==> src/design/cida_consts.vh <==
// constants for the configuration index/data access block
`ifndef CIDA_CONSTS_VH
`define CIDA_CONSTS_VH
`define CIDA_IDX_FER        3'h0
`define CIDA_IDX_FAR        3'h1
`define CIDA_IDX_PTR        3'h2
`define CIDA_IDX_FCR        3'h3
`define CIDA_IDX_PCR        3'h4
`define CIDA_IDX_LAST       8'h04
`define CIDA_IDX_RSVD_MASK  8'h87
`define CIDA_ID_BYTE        8'h5A
`define CIDA_FCR_RST        8'h00
`define CIDA_PCR_RST        8'h00
`define CIDA_FCR_PINMUX_BIT 6
`define CIDA_ZWS_FER_RST    8'h00
`endif

==> src/design/cida_core.v <==
// index/data access unit for five configuration registers
`timescale 1ns/100ps
`include "cida_consts.vh"
// Function
// five configuration registers held here
// reset loads strap defaults into first three
// control and printer registers load by software
// host selects register by index 00h to 04h
// first index read returns identification byte once
// second index read after reset returns 00h
// later index reads return last written index
// index bits 3 to 6 read zero
// data commits on second consecutive data write
// host writes value twice, interrupts off
// host read-modify-write then double write
// data read returns selected register
// single reads have no configuration side effect
// pin mux bit clear: zero-wait open drain
// pin mux bit set: power-down or chip select
// any other access breaks write pairing
// index above 04h reads zero, writes ignored
module cida_core (
   input  wire       I_SYS_CLK,
   input  wire       I_RST,
   input  wire       i_cs_idx,
   input  wire       i_cs_data,
   input  wire       i_rd_n,
   input  wire       i_wr_n,
   input  wire [7:0] i_data,
   input  wire [4:0] i_strap,
   input  wire       i_strap_ide_sec,
   input  wire       i_strap_pdn_clk,
   input  wire       i_epp_short_wr,
   input  wire       i_alt_pin_in,
   input  wire       i_chip_select_out,
   output reg  [7:0] O_DATA,
   output reg        O_DATA_OE,
   output reg  [7:0] O_FUNCTION_ENABLE_REG,
   output reg  [7:0] O_FUNCTION_ADDRESS_REG,
   output reg  [7:0] O_POWER_TEST_REG,
   output reg  [7:0] O_FUNCTION_CONTROL_REG,
   output reg  [7:0] O_PRINTER_CONTROL_REG,
   output reg        O_ZERO_WAIT_OUT,
   output reg        O_ZERO_WAIT_OE,
   output reg        O_POWER_DOWN_IN
);
   // id sequence states
   localparam [2:0] ST_ID   = 3'b001;
   localparam [2:0] ST_ZERO = 3'b010;
   localparam [2:0] ST_IDX  = 3'b100;

   // pin-side inputs pass two flops before use
   reg  [4:0] s1_q;
   reg  [4:0] s2_q;
   reg  [1:0] p1_q;
   reg  [1:0] p2_q;
   reg        rd_prev_q;
   reg        wr_prev_q;
   reg  [2:0] st_q;
   reg  [2:0] st_d;
   reg  [7:0] idx_q;
   reg        pair_q;
   reg        strap_load_q;
   reg  [7:0] rd_val;
   reg  [6:0] st1_q;
   reg  [4:0] strap_s_q;
   reg        strap_ide_q;
   reg        strap_pdn_q;
   reg  [7:0] d1_q;
   reg  [7:0] i_data_q;
   reg  [7:0] fer_d;
   reg  [7:0] far_d;
   reg  [7:0] ptr_d;
   reg  [7:0] fcr_d;
   reg  [7:0] pcr_d;
   wire [7:0] def_fer;
   wire [7:0] def_far;
   wire [7:0] def_ptr;
   wire       rd_n_s;
   wire       wr_n_s;
   wire       cs_idx_s;
   wire       cs_data_s;
   wire       rd_strobe;
   wire       wr_strobe;
   wire       idx_ok;
   wire [4:0] sel;
   wire       commit;

   // index within the implemented range
   function in_range;
      input [7:0] idx;
      begin
         in_range = (idx <= `CIDA_IDX_LAST);
      end
   endfunction

   // one-hot select of the implemented registers, all zero above the last index
   function [4:0] reg_sel;
      input [7:0] idx;
      begin
         reg_sel = 5'h00;
         if (idx == {5'h00, `CIDA_IDX_FER}) begin
            reg_sel = 5'h01;
         end else if (idx == {5'h00, `CIDA_IDX_FAR}) begin
            reg_sel = 5'h02;
         end else if (idx == {5'h00, `CIDA_IDX_PTR}) begin
            reg_sel = 5'h04;
         end else if (idx == {5'h00, `CIDA_IDX_FCR}) begin
            reg_sel = 5'h08;
         end else if (idx == {5'h00, `CIDA_IDX_PCR}) begin
            reg_sel = 5'h10;
         end
      end
   endfunction

   always @(posedge I_SYS_CLK) begin
      s1_q <= {i_cs_idx, i_cs_data, i_rd_n, i_wr_n, i_epp_short_wr};
      s2_q <= s1_q;
      p1_q <= {i_alt_pin_in, i_chip_select_out};
      p2_q <= p1_q;
   end

   assign cs_idx_s  = s2_q[4];
   assign cs_data_s = s2_q[3];
   assign rd_n_s    = s2_q[2];
   assign wr_n_s    = s2_q[1];
   // one pulse per falling strobe, so a held strobe counts as one access
   assign rd_strobe = ~rd_n_s & rd_prev_q;
   assign wr_strobe = ~wr_n_s & wr_prev_q;
   assign idx_ok    = in_range(idx_q);
   assign sel       = reg_sel(idx_q);
   // an index write in the same strobe takes priority over the data port
   assign commit    = wr_strobe & cs_data_s & ~cs_idx_s & pair_q;

   cida_strap_rom u_rom (
      .i_strap   (strap_s_q),
      .i_ide_sec (strap_ide_q),
      .i_pdn_clk (strap_pdn_q),
      .o_fer     (def_fer),
      .o_far     (def_far),
      .o_ptr     (def_ptr)
   );

   // straps are slow levels sampled through their own pair of flops
   always @(posedge I_SYS_CLK) begin
      st1_q       <= {i_strap, i_strap_ide_sec, i_strap_pdn_clk};
      strap_s_q   <= st1_q[6:2];
      strap_ide_q <= st1_q[1];
      strap_pdn_q <= st1_q[0];
   end

   // read mux: id byte, then zero, then the stored index
   always @* begin
      rd_val = 8'h00;
      if (cs_idx_s) begin
         if (st_q == ST_ID) begin
            rd_val = `CIDA_ID_BYTE;
         end else if (st_q == ST_ZERO) begin
            rd_val = 8'h00;
         end else begin
            rd_val = idx_q & `CIDA_IDX_RSVD_MASK;
         end
      end else if (cs_data_s && idx_ok) begin
         if (sel[0]) begin
            rd_val = O_FUNCTION_ENABLE_REG;
         end else if (sel[1]) begin
            rd_val = O_FUNCTION_ADDRESS_REG;
         end else if (sel[2]) begin
            rd_val = O_POWER_TEST_REG;
         end else if (sel[3]) begin
            rd_val = O_FUNCTION_CONTROL_REG;
         end else begin
            rd_val = O_PRINTER_CONTROL_REG;
         end
      end
   end

   // strap load wins over a host commit in the same clock
   // a host cannot reach the bus that early, so nothing is lost
   always @* begin
      fer_d = O_FUNCTION_ENABLE_REG;
      far_d = O_FUNCTION_ADDRESS_REG;
      ptr_d = O_POWER_TEST_REG;
      fcr_d = O_FUNCTION_CONTROL_REG;
      pcr_d = O_PRINTER_CONTROL_REG;
      if (strap_load_q) begin
         fer_d = def_fer;
         far_d = def_far;
         ptr_d = def_ptr;
      end else if (commit) begin
         // the second write carries the committed value
         if (sel[0]) begin
            fer_d = i_data_q;
         end
         if (sel[1]) begin
            far_d = i_data_q;
         end
         if (sel[2]) begin
            ptr_d = i_data_q;
         end
         if (sel[3]) begin
            fcr_d = i_data_q;
         end
         if (sel[4]) begin
            pcr_d = i_data_q;
         end
      end
   end

   // id sequence; an index write ends it early
   always @* begin
      st_d = st_q;
      case (st_q)
         ST_ID: begin
            if (wr_strobe && cs_idx_s) begin
               st_d = ST_IDX;
            end else if (rd_strobe && cs_idx_s) begin
               st_d = ST_ZERO;
            end
         end
         ST_ZERO: begin
            if ((rd_strobe || wr_strobe) && cs_idx_s) begin
               st_d = ST_IDX;
            end
         end
         default: st_d = ST_IDX;
      endcase
   end

   always @(posedge I_SYS_CLK) begin
      if (I_RST) begin
         rd_prev_q    <= 1'b1;
         wr_prev_q    <= 1'b1;
         st_q         <= ST_ID;
         idx_q        <= 8'h00;
         pair_q       <= 1'b0;
         strap_load_q <= 1'b1;
         O_DATA       <= 8'h00;
         O_DATA_OE    <= 1'b0;
         O_FUNCTION_ENABLE_REG  <= 8'h00;
         O_FUNCTION_ADDRESS_REG <= 8'h00;
         O_POWER_TEST_REG       <= 8'h00;
         O_FUNCTION_CONTROL_REG <= `CIDA_FCR_RST;
         O_PRINTER_CONTROL_REG  <= `CIDA_PCR_RST;
      end else begin
         rd_prev_q <= rd_n_s;
         wr_prev_q <= wr_n_s;
         st_q      <= st_d;
         // straps caught on the first clock after release, never under reset
         strap_load_q <= 1'b0;
         O_FUNCTION_ENABLE_REG  <= fer_d;
         O_FUNCTION_ADDRESS_REG <= far_d;
         O_POWER_TEST_REG       <= ptr_d;
         O_FUNCTION_CONTROL_REG <= fcr_d;
         O_PRINTER_CONTROL_REG  <= pcr_d;
         O_DATA_OE <= ~rd_n_s & (cs_idx_s | cs_data_s);
         if (rd_strobe) begin
            O_DATA <= rd_val;
         end
         if (wr_strobe && cs_idx_s) begin
            idx_q  <= i_data_q;
            pair_q <= 1'b0;
         end else if (wr_strobe && cs_data_s) begin
            // only the second value is kept; the first is not compared
            pair_q <= ~pair_q;
         end else if (rd_strobe) begin
            pair_q <= 1'b0;
         end
      end
   end

   // data bus sampled alongside the strobes
   always @(posedge I_SYS_CLK) begin
      d1_q     <= i_data;
      i_data_q <= d1_q;
   end

   // zero-wait pin mux; the shared pin is open drain in either role
   always @(posedge I_SYS_CLK) begin
      if (I_RST) begin
         O_ZERO_WAIT_OUT <= 1'b0;
         O_ZERO_WAIT_OE  <= 1'b0;
         O_POWER_DOWN_IN <= 1'b0;
      end else if (!O_FUNCTION_CONTROL_REG[`CIDA_FCR_PINMUX_BIT]) begin
         O_ZERO_WAIT_OUT <= 1'b0;
         O_ZERO_WAIT_OE  <= s2_q[0];
         O_POWER_DOWN_IN <= 1'b0;
      end else if (O_POWER_TEST_REG[0]) begin
         // pin used as active-low power-down input
         O_ZERO_WAIT_OUT <= 1'b0;
         O_ZERO_WAIT_OE  <= 1'b0;
         O_POWER_DOWN_IN <= ~p2_q[1];
      end else begin
         O_ZERO_WAIT_OUT <= 1'b0;
         O_ZERO_WAIT_OE  <= ~p2_q[0];
         O_POWER_DOWN_IN <= 1'b0;
      end
   end
endmodule

==> src/design/cida_strap_rom.v <==
// strap-selected default values for the first three configuration registers
`timescale 1ns/100ps
module cida_strap_rom (
   input  wire [4:0] i_strap,
   input  wire       i_ide_sec,
   input  wire       i_pdn_clk,
   output reg  [7:0] o_fer,
   output reg  [7:0] o_far,
   output reg  [7:0] o_ptr
);
   // the bit 7 option of the enable and power values is a further strap
   always @* begin
      o_ptr = {i_pdn_clk, 7'h00};
      o_far = 8'h10;
      case (i_strap)
         5'h00: begin o_fer = 8'h4F; o_far = 8'h10; end
         5'h01: begin o_fer = 8'h4F; o_far = 8'h11; end
         5'h02: begin o_fer = 8'h4F; o_far = 8'h11; end
         5'h03: begin o_fer = 8'h4F; o_far = 8'h39; end
         5'h04: begin o_fer = 8'h4F; o_far = 8'h24; end
         5'h05: begin o_fer = 8'h4F; o_far = 8'h38; end
         5'h06: begin o_fer = 8'h4B; o_far = 8'h00; end
         5'h07: begin o_fer = 8'h4B; o_far = 8'h01; end
         5'h08: begin o_fer = 8'h4B; o_far = 8'h01; end
         5'h09: begin o_fer = 8'h4B; o_far = 8'h09; end
         5'h0A: begin o_fer = 8'h4B; o_far = 8'h08; end
         5'h0B: begin o_fer = 8'h4B; o_far = 8'h08; end
         5'h0C: begin o_fer = 8'h0F; o_far = 8'h10; end
         5'h0D: begin o_fer = 8'h0F; o_far = 8'h11; end
         5'h0E: begin o_fer = 8'h0F; o_far = 8'h39; end
         5'h0F: begin o_fer = 8'h0F; o_far = 8'h24; end
         5'h10: begin o_fer = 8'h49; o_far = 8'h00; end
         5'h11: begin o_fer = 8'h49; o_far = 8'h01; end
         5'h12: begin o_fer = 8'h49; o_far = 8'h01; end
         5'h13: begin o_fer = 8'h49; o_far = 8'h00; end
         5'h14: begin o_fer = 8'h07; o_far = 8'h10; end
         5'h15: begin o_fer = 8'h07; o_far = 8'h11; end
         5'h16: begin o_fer = 8'h07; o_far = 8'h39; end
         5'h17: begin o_fer = 8'h07; o_far = 8'h24; end
         5'h18: begin o_fer = 8'h47; o_far = 8'h10; end
         5'h19: begin o_fer = 8'h47; o_far = 8'h11; end
         5'h1A: begin o_fer = 8'h47; o_far = 8'h11; end
         5'h1B: begin o_fer = 8'h47; o_far = 8'h39; end
         5'h1C: begin o_fer = 8'h47; o_far = 8'h24; end
         5'h1D: begin o_fer = 8'h47; o_far = 8'h38; end
         5'h1E: begin o_fer = 8'h08; o_far = 8'h10; end
         default: begin
            o_fer = 8'h00;
            o_far = 8'h10;
            o_ptr = {i_pdn_clk, 7'h02};
         end
      endcase
      // secondary ide choice sets bit 7 only where ide is enabled
      if (o_fer[6] && i_ide_sec) begin
         o_fer = o_fer | 8'h80;
      end
   end
endmodule

==> config.mk <==
export PLATFORM = sky130hd
export DESIGN_NAME = cida_core
export DESIGN_NICKNAME = d
export VERILOG_FILES = /design/src/design/cida_core.v /design/src/design/cida_strap_rom.v
export VERILOG_INCLUDE_DIRS = /design/src /design/src/design
export SDC_FILE = /design/constraint.sdc
export NUM_CORES = 1
export LEC_CHECK = 0
export BUFFER_PORTS_ARGS = -buffer_cell sky130_fd_sc_hd__buf_2
export CAP_MARGIN = 15
export CORE_MARGIN = 2
export CORE_UTILIZATION = 38
export CTS_CLUSTER_DIAMETER = 120
export DETAILED_ROUTE_END_ITERATION = 12
export PLACE_DENSITY = 0.7
export SLEW_MARGIN = 5
export SYNTH_ARGS = -nofsm -noshare
export SYNTH_HDL_FRONTEND = slang
export SYNTH_SLANG_ARGS = --single-unit
==> constraint.sdc <==
create_clock -name I_SYS_CLK -period 2.65 [get_ports I_SYS_CLK]
set_clock_uncertainty 0.15 [all_clocks]
set_input_delay 0.265 -clock I_SYS_CLK [delete_from_list [all_inputs] [get_ports I_SYS_CLK]]
set_output_delay 0.265 -clock I_SYS_CLK [all_outputs]
set_load 0.03 [all_outputs]
== After elaboration in Yosys (flattened, before gate mapping) ==
Cells that the tools add are included.
Cells by class
  add/sub/neg operators: 0
  $mul: 0
  divide/modulo/power cells: 0
  order comparisons: 1
  equality and inequality tests: 38
  shifts and indexed selects: 0
  mux-type cells: 35
  bitwise gates (word level): 16
  reduce and logical (&&, ||, !) cells: 36
Operator list (count)
  $mux 8: 18
  $eq 5x5->1 const B: 15
  $pmux 7 s7: 1
  $pmux 6 s8: 1
  $eq 5x4->1 const B: 8
  $reduce_or 31->1: 1
  $mux 5: 5
  $reduce_or 4->1: 6
  $reduce_or 6->1: 4
  $eq 5x3->1 const B: 4
  $eq 8x2->1 const B: 2
  $eq 5x2->1 const B: 2
  $reduce_bool 2->1: 5
  $mux 3: 3
  $not 1->1: 9
  $eq 8x1->1 const B: 1
  $eq 8x3->1 const B: 1
  $le 8x3->1 const B: 1
  $logic_not 8->1: 1
  $reduce_and 2->1: 4
  $and 1x1->1: 6
  $logic_and 1x1->1: 6
  $pmux 3 s2: 1
  $reduce_and 3->1: 2
  12 further kinds: 19
Word-level totals
  flip-flop bits (word level): 110
  bits in latches: 0
  memory bits (writable): 0
  memory bits (read-only): 0
  output and inout port bits: 52
  logic and storage cells: 151
  memories kept: 0

== Logic depth before layout (Yosys ltp) ==
Gate-level depths: netlist of the first run.
  word-level depth: 12
  mapped depth: 7
  mapped depth without buffers: 5

== Modules after synthesis ==
A second synthesis of the first run with hierarchy kept.
Unflattened totals
  cells, all modules: 514
  area total of the unflattened synthesis: 4638.2 µm²
Modules (own cells, without submodules)
  cida_core: times used 1, cells an instance 444, area each 4169.0 µm²
  cida_strap_rom: times used 1, cells an instance 70, area each 469.2 µm²

== Least setup slack after synthesis of the first run ==
No wires, ideal clock.
  path kind: register to register
  start: register s2_q[4]
  end: register O_FUNCTION_ADDRESS_REG[4]
  arrival: 1635 ps
  data required time: 2397 ps
  path slack: 761 ps
  cell stages (with the launch flop): 8
  buffers on the path: 2
  path through: dfxtp_1 > buf_2 > and4bb_1 > nand4_2 > nor3b_2 > buf_4 > nor3_1 > a2111oi_2
On the way
  word-level cells in the longest chain between the ends: 5
Ends and longest elaborated chain
  start, declared: line cida_core.v:54  | reg [4:0] s2_q;
  start signal, assigned: line cida_core.v:118  | s2_q <= s1_q;
  $not 1->1: line cida_core.v:133  | assign commit = wr_strobe & cs_data_s & ~cs_idx_s & pair_q;
  $and 1x1->1 (2 in a row): line cida_core.v:133
  $reduce_bool 2->1 (no line)
  $reduce_and 2->1 (no line)
  end signal, assigned: line cida_core.v:252  | O_FUNCTION_ADDRESS_REG <= far_d;
  end, declared: line cida_core.v:39  | output reg [7:0] O_FUNCTION_ADDRESS_REG,
No other way between the ends.
A chain may end at the register's enable or synchronous reset.

== Final worst setup path of the first run ==
  start: register idx_q[7]
  end: register O_FUNCTION_ADDRESS_REG[0]
On the way
  word-level cells in the longest chain between the ends: 7
Ends and longest elaborated chain
  start, declared: line cida_core.v:61  | reg [7:0] idx_q;
  start signal, assigned: line cida_core.v:261  | idx_q <= i_data_q;
  $eq 8x2->1: line cida_core.v:108  | end else if (idx == {5'h00, `CIDA_IDX_FCR}) begin
  $mux 5: line cida_core.v:108
  $mux 5: line cida_core.v:106  | end else if (idx == {5'h00, `CIDA_IDX_PTR}) begin
  $mux 5: line cida_core.v:104  | end else if (idx == {5'h00, `CIDA_IDX_FAR}) begin
  $mux 5 (*): line cida_core.v:102  | if (idx == {5'h00, `CIDA_IDX_FER}) begin
  $reduce_bool 2->1 (no line) (*)
  $reduce_and 2->1 (no line) (*)
Mark *: on every way between the ends. The rest lies on a longest branch, timed or not.

==> flow_summary_export.csv, run 1 <==
group,metric,value,unit
timing,fin_tns_setup,0,ps
grt,antenna_found_initial,0,
detailed_routing,detail-route-antenna-nets,0,
setup_path,cpMaxStageDelayCell,"nor3b_2",
finish,diodes,0,
die,die-area,11800,µm²
place,port_buffers,74,
die,core-area,10700,µm²
finish,syn_to_final_growth,22.4,%
finish,finalInstanceArea,5090,µm²
logic_synthesis,ys_types,63,
logic_synthesis,ys_ff_latch,110,
job,drv_cap,0,
setup_path,worstPathArrival,2380,ps
timing,drv_slew,0,
logic_synthesis,yosysTopAreaCell,"dfxtp_1",
timing,setup_violations,0,
cts,clk_latency,400,ps
power,leakage,2.05,nW
setup_path,worstPathCellList,"nor4_4 > nand4_2 > nor3b_2 > buf_4 > mux2i_1 > o21ai_0",
cts,cts_buffer_depth,2,
detailed_routing,wirelength,11100,µm
grt,grt_use_total,19.5,%
die,die_w,109,µm
detailed_routing,routed-via-count,3604,
setup_path,critPathLaunchType,"flop",
setup_path,r2r_slack,390,ps
detailed_routing,drt-initial-drc-count,162,
timing,whs,168,ps
setup_path,reg2reg_from,"idx_q[7]",
die,rows,38,
timing,slew_headroom,49.2,%
finish,multi_input_area,1810,µm²
finish,fill_cells,1042,
power,total_power,3.16,mW
timing,hold_viol_final,0,
power,ir_drop,0.000411,V
cts,cts_tree,"done",
worst_hold_path,hold_end,"strap_load_q",
logic_synthesis,synthCells,440,
die,start_util,38.7,%
place,dpl.hpwl,7850,µm
grt,grt_max_degree,32,
setup_path,path_delay_family,"simple AND/OR/NAND/NOR gates",
setup_path,cp_max_fo,6,
logic_synthesis,synth_area_per_cell,9.46,µm²
cts,holdBufCountCts,22,
grt,grt_pass1_vias,3427,
logic_synthesis,ys_warn_count,0,
cts,numCtsBuffers,9,
timing,max_freq,0.442,GHz
detailed_routing,drc,0,
timing,finalCritPeriodShare,85.3,%
logic_synthesis,synth_top_area_share,52.9,%
setup_path,max_stage_delay,450,ps
setup_path,path_buf_inv,1,
grt,grt_pass1_wl,17500,µm
finish,final_nets,554,
status,status,"complete, no violations",
die,num_io_pins,76,
power,powerDensity,621,nW/µm²
worst_hold_path,min_from,"I_RST",
timing,max_slew.worst_pin.slew,761,ps
detailed_routing,wl_per_cell,16.5,µm
die,die_h,109,µm
logic_synthesis,ys_seq_area_share,52.9,%
setup_path,path_class,"flop to flop",
setup_path,reg2reg_to,"O_FUNCTION_ADDRESS_REG[0]",
cts,htreeDepth,3,
worst_hold_path,hold_path_class,"input port to flop",
logic_synthesis,ys.flop_type,"dfxtp_1",
grt,grt-ovfl-total,0,
place,gp_congestion,0.906,
timing,rsz0062_at_grt,"false",
logic_synthesis,synth_edf_count,0,
cts,path_clk_slew,110,ps
logic_synthesis,yosys-top-cells-area,"dfxtp_1 (53%), mux2i_1 (7.2%), nor2_1 (4.7%)",
logic_synthesis,synth-async-reset-ratio,0,%
finish,register_area,2200,µm²
cts,cts-root-buf,"clkbuf_8",
timing,fin_crit,2260,ps
finish,final_util,47.4,%
detailed_routing,drtPass1Iterations,5,
setup_path,reg2regPathDepth,6,
setup_path,cp-end-kind,"flop",
cts,postCtsSetupBuffers,0,
cts,cts_resized,0,
logic_synthesis,synth_area,4160,µm²
detailed_routing,routed_via_density,5.34,
setup_path,cp_data_required_time,2770,ps
worst_hold_path,holdPathStages,1,
cts,cts_sinks,110,
place,placed_cell_area,4670,µm²
finish,drive_gt1_share,22.6,%
logic_synthesis,synth_fp_nets,464,
## metrics by stage
stage / setup WS [ps] / instances
after CTS: 384 / 675
after global placement: 497 / 637
final: 388 / 675
after floorplan: 761 / 440
after global routing: 209 / 675
after detailed placement: 420 / 637
## cell usage after synthesis (2+ instances only)
| master | instances |
|---|---|
| nor4_1 | 2 |
| and2_1 | 2 |
| mux2_2 | 2 |
| clkbuf_1 | 16 |
| a21boi_0 | 2 |
| mux2i_1 | 30 |
| nor2_1 | 52 |
| nor2b_1 | 8 |
| inv_1 | 5 |
| a2111oi_2 | 2 |
| a211oi_1 | 3 |
| o21ai_0 | 24 |
| a31oi_1 | 4 |
| o31a_1 | 2 |
| nand2b_1 | 8 |
| nand3_1 | 12 |
| buf_4 | 2 |
| nand2_1 | 40 |
| a21oi_1 | 33 |
| a32o_1 | 2 |
| a41oi_1 | 2 |
| dfxtp_1 | 110 |
| nor3_1 | 11 |
| o221ai_1 | 2 |
| a22oi_1 | 4 |
| or3_1 | 2 |
| or2_2 | 5 |
| a311oi_1 | 2 |
| buf_2 | 7 |
| o22ai_1 | 5 |
| a2bb2oi_1 | 4 |
| buf_1 | 4 |
## routing by layer
metal | vias up | part of all wire [%] | track usage [%]
li1 | 1727 | - | -
met1 | 1726 | 46 | 25.9
met2 | 134 | 46 | 30.6
met3 | 17 | 6.6 | 5.98
met4 | 0 | 1.6 | 5.68
met5 | - | 0 | 0
## worst max path at each step
stage / start / to / slack (ps) / cells past startpoint
finish: idx_q[7] / O_FUNCTION_ADDRESS_REG[0] / 390 / 6
global route: idx_q[7] / O_FUNCTION_ADDRESS_REG[3] / 210 / 6
CTS: idx_q[7] / O_FUNCTION_ADDRESS_REG[0] / 380 / 6
detailed placement: idx_q[7] / O_FUNCTION_ADDRESS_REG[3] / 420 / 6
global placement: idx_q[7] / O_FUNCTION_ADDRESS_REG[3] / 500 / 6
floorplan: s2_q[4] / O_FUNCTION_ADDRESS_REG[4] / 760 / 7
## cell usage in the layout, fill, tap and decap left out, types with 3 or more instances in the layout
master / instances
nor3_1: 11
dlygate4sd3_1: 22
nor2b_1: 8
o21ai_0: 24
a2bb2oi_1: 4
inv_1: 5
nor2_1: 52
nand2_1: 40
inv_8: 3
o22ai_1: 5
clkbuf_8: 9
buf_2: 74
a211oi_1: 3
mux2i_1: 30
dfxtp_1: 110
a21oi_1: 33
buf_4: 13
a31oi_1: 4
nand2b_1: 8
a22oi_1: 4
nand3_1: 12
or2_2: 5
## state kept, by name, indices dropped and copies added (netlist names), 5 cells and up
name,count
O_FUNCTION_ENABLE_REG,8
s2_q,5
strap_s_q,5
i_data_q,8
idx_q,8
st1_q,7
d1_q,8
O_DATA,8
O_FUNCTION_CONTROL_REG,8
O_FUNCTION_ADDRESS_REG,8
O_PRINTER_CONTROL_REG,8
O_POWER_TEST_REG,8
s1_q,5
## cell families after synthesis
logic type	share of synthesized area [%]
flops	52.9
buf+inv	3.67
mux	8.30
simple gates	18.9
other cells	0.0901
compound gates	15.7
xor+xnor	0.421
## worst reg2reg max path: stages, from the launching register on
cell and delay (ps):
dfxtp_1 370, nor4_4 380, nand4_2 250, nor3b_2 450, buf_4 250, mux2i_1 190, o21ai_0 90
## power by group
group          switching, mW  total (mW)  internal, mW
Sequential            0.0709        1.79          1.72
Combinational          0.211       0.358         0.147
Clock                  0.640        1.01         0.374
Total                  0.922        3.16          2.24
## final cells by class
cell class,instances,share of cell area (%)
timing repair buffer,109,13.5
sequential,110,43.2
inverter,6,0.442
tap,140,3.44
multi-input combinational,294,35.5
clock inverter,7,1.47
clock buffer,9,2.43
No activity file was read; power rests on OpenSTA's default activity.
==> run 2, diff against run 1 <==
PLACE_DENSITY = 0.69   (was 0.7)
SYNTH_HIERARCHICAL = 1   (was unset)
==> run 2 against run 1 <==
Net effect: die area grew 11%; via count is 14% higher; register-to-register slack better by 40 ps; fmax up 1.6%; setup slack better by 35 ps; utilization decreased by 1.0 points; synthesized cell count increased by 17%; clock power is 39% higher; largest cell class unchanged.
==> flow_summary_export.csv, run 2 <==
group,metric,value,unit
logic_synthesis,synth_top_family_by_area,"compound AO/OA/AOI/OAI gates",
detailed_routing,drc,0,
die,rows,40,
finish,mostFrequentLayoutCell,"dfxtp_1",
setup_path,cp_data_required_time,2770,ps
logic_synthesis,synth_edf_count,0,
timing,setup_violations,0,
timing,hold_viol_final,0,
logic_synthesis,yosys-top-cells-area,"dfxtp_1 (47%), o21ai_0 (4.4%), a21oi_1 (3.7%)",
cts,path_clk_slew,70,ps
timing,rsz0062_at_grt,"false",
place,gp_congestion,0.887,
die,die_h,114,µm
die,die_w,114,µm
detailed_routing,drtPass1Iterations,7,
logic_synthesis,ys_warn_count,6,
setup_path,cp_max_fo,8,
timing,fin_tns_setup,0,ps
logic_synthesis,yosysTopAreaCell,"dfxtp_1",
finish,final_cell_mix,"dfxtp_1 (110), buf_2 (74), o21ai_0 (41), a21oi_1 (34), nor2_1 (28)",
place,dpl.hpwl,8710,µm
detailed_routing,wirelength,12800,µm
timing,max_slew.worst_pin.slew,782,ps
logic_synthesis,synth_area,4640,µm²
status,status,"complete, no violations",
finish,fill_cells,1103,
logic_synthesis,synth_commonest_cells,"dfxtp_1 (110), o21ai_0 (41), a21oi_1 (34)",
detailed_routing,detail-route-antenna-nets,0,
logic_synthesis,synth_top_area_share,47.5,%
setup_path,worstPathArrival,2350,ps
logic_synthesis,yosys.area_share.simple,17.3,%
logic_synthesis,ys_ff_latch,110,
place,port_buffers,74,
cts,htreeDepth,3,
setup_path,cpMaxStageDelayCell,"or4_4",
logic_synthesis,ys_seq_area_share,47.5,%
logic_synthesis,synth_compound_area_share,24.4,%
grt,grt_max_degree,59,
setup_path,max_stage_delay,600,ps
setup_path,r2r_slack,420,ps
logic_synthesis,synthCells,514,
setup_path,path_class,"flop to flop",
finish,final_util,46.4,%
die,start_util,38.8,%
logic_synthesis,ys.flop_type,"dfxtp_1",
grt,antenna_found_initial,0,
setup_path,reg2reg_to,"O_DATA[2]",
worst_hold_path,hold_path_class,"input port to flop",
finish,finalInstanceArea,5550,µm²
cts,holdBufCountCts,22,
worst_hold_path,min_from,"I_RST",
timing,finalCritPeriodShare,84.0,%
grt,grt_use_total,20.0,%
cts,postCtsSetupBuffers,0,
cts,cts_sinks,110,
power,total_power,3.69,mW
die,die-area,13100,µm²
finish,syn_to_final_growth,19.6,%
timing,slew_headroom,47.4,%
setup_path,critPathLaunchType,"flop",
grt,grt-ovfl-total,0,
worst_hold_path,hold_end,"pair_q",
timing,fin_crit,2230,ps
finish,diodes,0,
cts,cts_resized,0,
job,drv_cap,0,
detailed_routing,routed_via_density,5.55,
setup_path,path_delay_family,"compound AO/OA/AOI/OAI gates",
grt,grt_pass1_vias,3913,
power,leakage,2.20,nW
cts,cts_buffer_depth,2,
logic_synthesis,synth_xor_area_share,0.378,%
worst_hold_path,holdPathStages,2,
logic_synthesis,synth_area_per_cell,9.02,µm²
cts,cts-root-buf,"clkbuf_16",
setup_path,cp-end-kind,"flop",
setup_path,reg2reg_from,"idx_q[3]",
setup_path,cp_num_cells,4,
logic_synthesis,ys_types,63,
timing,max_freq,0.449,GHz
logic_synthesis,synth_adder_area_share,0,%
detailed_routing,routed-via-count,4099,
finish,final_nets,610,
place,placed_cell_area,5010,µm²
logic_synthesis,synthMuxAreaShare,2.21,%
die,num_io_pins,76,
setup_path,reg2regPathDepth,4,
power,powerDensity,666,nW/µm²
finish,drive_gt1_share,19.0,%
die,core-area,12000,µm²
cts,cts_tree,"done",
setup_path,path_buf_inv,0,
grt,grt_pass1_wl,20200,µm
cts,clk_latency,360,ps
timing,drv_slew,0,
logic_synthesis,synth-async-reset-ratio,0,%
cts,numCtsBuffers,9,
setup_path,worstPathCellList,"or4_4 > a2111oi_4 > o221ai_1 > a211oi_1",
power,ir_drop,0.000339,V
logic_synthesis,yosysMostFrequentCell,"dfxtp_1",
detailed_routing,drt-initial-drc-count,400,
detailed_routing,wl_per_cell,17.3,µm
-- run 2: changes by cell type after synthesis, moves of 10 or more --
cell	previous run	this run
a211oi_1	3	13
a221oi_1	1	18
a31oi_1	4	18
buf_4	2	16
clkbuf_1	16	27
inv_1	5	21
mux2i_1	30	8
nand2_1	40	25
nor2_1	52	28
o21ai_0	24	41
-- run 2: worst register-to-register path: stages (launching register included) --
cell and delay [ps]:
dfxtp_1 340, or4_4 600, a2111oi_4 560, o221ai_1 230
a211oi_1 270
-- run 2: metrics by stage --
| step | hold WS, ps | worst slack [ps] | std cells |
|---|---|---|---|
| after floorplan | 143 | 577 | 524 |
| after global placement | 161 | 525 | 700 |
| after detailed placement | 162 | 455 | 700 |
| after CTS | 152 | 429 | 738 |
| after global routing | 185 | 185 | 738 |
| final | 167 | 423 | 738 |
-- run 2: per-layer routing --
metal  global-route usage (%)  wire [µm]  up-vias
li1                         -          -     1973
met1                     26.5       5590     1934
met2                     30.8       5920      169
met3                     5.19       1020       23
met4                     8.13        229        0
met5                        0          0        -
-- run 2: cell families after synthesis --
group,after synthesis
AO/OA/AOI/OAI,168
XOR/XNOR,2
buffers and inverters,76
flip-flops,110
multiplexers,10
other,2
AND/OR/NAND/NOR,146
-- run 2: area by class of cell --
type,instances,area (µm²),area share [%]
clock buffer,9,225,4.06
clock inverter,7,91.3,1.65
inverter,21,78.8,1.42
multi-input combinational,338,2100,37.8
sequential,110,2200,39.7
tap,147,184,3.32
timing repair buffer,106,666,12.0
-- run 2: how the worst max path moves through the flow --
stage	startpoint	to	slack [ps]
2_1_floorplan	idx_q[3]	O_DATA[2]	580
3_3_place_gp	idx_q[3]	O_DATA[7]	520
3_5_place_dp	idx_q[3]	O_DATA[2]	450
4_1_cts	idx_q[3]	O_DATA[2]	430
5_1_grt	s2_q[4]	O_FUNCTION_ENABLE_REG[0]	190
6_report	idx_q[3]	O_DATA[2]	420
-- run 2: power by group --
| part | switching (mW) | internal [mW] |
|---|---|---|
| combinational | 0.282 | 0.182 |
| clock | 0.645 | 0.752 |
| sequential | 0.0932 | 1.74 |
==> run 3, diff against run 2 <==
PLACE_DENSITY = 0.72   (was 0.69)
clock period = 1.8 ns   (was 2.65 ns; I/O delays follow)
==> run 3 against run 2 <==
Net effect: the flow now finishes with violations (setup timing); die area unchanged; non-clock buffer count increased by 38; flip-flop and latch count unchanged; register-to-register slack got worse by 680 ps; via count increased by 4.4%; cell area increased by 7.6%; first-iteration DRC count decreased by 26%; clock-buffer cell count increased by 2; sequential power increased by 46%; cell count increased by 5.1%; combinational power increased by 79%.
==> flow_summary_export.csv, run 3 (synthesis gave the netlist of run 2 again) <==
group,metric,value,unit
finish,finalNonFillerCells,776,
timing,slew_headroom,65.9,%
timing,max_freq,0.485,GHz
timing,max_slew.worst_pin.slew,509,ps
place,port_buffers,74,
grt,grt_pass1_wl,20700,µm
cts,path_clk_slew,70,ps
timing,fin_tns_setup,-1940,ps
finish,fill_cells,1126,
setup_path,path_class,"flop to flop",
detailed_routing,drt-initial-drc-count,296,
cts,cts_sinks,110,
timing,finalCritPeriodShare,115,%
die,die_w,114,µm
setup_path,reg2regPathDepth,5,
detailed_routing,drc,0,
timing,setup_slack,-262,ps
cts,clk_latency,360,ps
cts,numCtsBuffers,9,
power,comb_power_share,15.2,%
detailed_routing,drtPass1Iterations,6,
finish,final_util,49.9,%
power,switching_share,28.1,%
place,placed_cell_area,5300,µm²
place,placedCellCount,732,
worst_hold_path,holdPathStages,2,
power,power_frac_clock,35.7,%
power,power_frac_seq,49.1,%
setup_path,worstPathArrival,2130,ps
finish,drive_gt1_share,27.2,%
worst_hold_path,hold_end,"O_DATA[0]",
setup_path,reg2reg_to,"O_FUNCTION_ENABLE_REG[4]",
grt,grt-ovfl-total,0,
timing,drv_slew,0,
setup_path,reg2reg_from,"idx_q[6]",
die,core-area,12000,µm²
finish,final_nets,648,
setup_path,cp-end-kind,"flop",
finish,mostFrequentLayoutCell,"dfxtp_1",
detailed_routing,wirelength,13400,µm
die,die_h,114,µm
setup_path,critPathLaunchType,"flop",
job,drv_cap,0,
die,start_util,38.8,%
power,ir_drop,0.000757,V
grt,grt_pass1_vias,3995,
timing,hold_viol_final,0,
detailed_routing,wl_per_cell,17.2,µm
worst_hold_path,hold_path_class,"input port to flop",
power,powerDensity,916,nW/µm²
detailed_routing,routed_via_density,5.52,
grt,grt_max_degree,59,
die,num_io_pins,76,
setup_path,cp_max_fo,8,
setup_path,cp_data_required_time,1870,ps
detailed_routing,routed-via-count,4281,
cts,cts-root-buf,"clkbuf_16",
place,dpl.hpwl,9160,µm
finish,finalInstanceArea,5970,µm²
status,status,"complete, but fails checks",
timing,fin_crit,2060,ps
worst_hold_path,min_from,"I_RST",
finish,syn_to_final_growth,28.6,%
cts,cts_buffer_depth,2,
place,gp_congestion,0.888,
setup_path,r2r_slack,-260,ps
cts,htreeDepth,3,
status,violations,"setup timing",
grt,antenna_found_initial,0,
power,internal-power,3.93,mW
detailed_routing,detail-route-antenna-nets,0,
finish,diodes,0,
die,rows,40,
timing,setup_violations,18,
power,leakage,2.42,nW
cts,cts_tree,"done",
die,die-area,13100,µm²
finish,final_cell_mix,"dfxtp_1 (104), buf_2 (74), buf_4 (40), a21oi_1 (32), o21ai_0 (30)",
timing,rsz0062_at_grt,"true",
grt,grt_use_total,20.6,%
power,p_switching,1.54,mW
==> run 3: cell count changes in the layout (fill, tap and decap cells not counted), sizes merged <==
| cell | before | now |
|---|---|---|
| buf | 84 | 122 |
| clkinv | 4 | 1 |
| inv | 22 | 24 |
| bufinv | 1 | 0 |
| clkbuf | 9 | 11 |
==> run 3: worst max-delay path by stage <==
stage                  start                        to  cells past startpoint
floorplan           idx_q[6]                 O_DATA[2]                      5
global placement    idx_q[6]  O_FUNCTION_ENABLE_REG[6]                      4
detailed placement  idx_q[6]  O_FUNCTION_ENABLE_REG[0]                      4
CTS                 idx_q[3]  O_FUNCTION_ENABLE_REG[2]                      5
global route        idx_q[6]  O_FUNCTION_ENABLE_REG[2]                      5
finish              idx_q[6]  O_FUNCTION_ENABLE_REG[4]                      5
==> run 3: worst max-delay path, stage by stage, from the launching register on <==
cell	delay (ps)
dfxtp_2	330
or4_4	590
nor3_4	210
buf_6	170
a211oi_1	80
a2111oi_0	400
==> run 3: repair_timing <==
item | in CTS | in global routing
hold buffers | 22 | 0
endpoints found under the setup margin | 23 | 48
buffers inserted | 1 | 5
gates resized for setup | 12 | 32
endpoints found under the hold margin | 22 | 0
cloned | 0 | 0
pin swaps | 6 | 12
==> run 3: area by class of cell <==
type                            count  area (µm²)  area share, %
Sequential cell                   110        2210           37.0
Multi-Input combinational cell    338        2190           36.7
Timing Repair Buffer              144        1010           16.9
Clock buffer                       11         243           4.07
Tap cell                          147         184           3.08
Inverter                           21        78.8           1.32
Clock inverter                      5        52.6          0.881
==> run 3: power by group through the flow <==
stage	Combinational, mW	Clock (mW)	Sequential, mW
4_1_cts	0.782	2.00	2.68
3_3_place_gp	0.704	0	2.73
3_5_place_dp	0.725	0	2.73
6_report	0.829	1.95	2.68
5_1_grt	0.892	2.11	2.70
2_1_floorplan	0.419	0	2.79
==> run 3: per-stage QoR <==
stage	worst slack (ps)	hold slack [ps]	total power [mW]
after floorplan	-131	57.7	3.21
after global placement	-136	132	3.43
after detailed placement	-233	134	3.46
after CTS	-163	69.0	5.46
after global routing	-245	116	5.70
final	-262	106	5.46
==> run 3: routing by layer <==
| layer | GRT usage [%] | vias up | share of wire (%) |
|---|---|---|---|
| li1 | - | 2047 | - |
| met4 | 6.42 | 0 | 1.8 |
| met1 | 27.5 | 2030 | 45 |
| met3 | 5.66 | 22 | 7.3 |
| met5 | 0 | - | 0 |
| met2 | 32.2 | 182 | 46 |
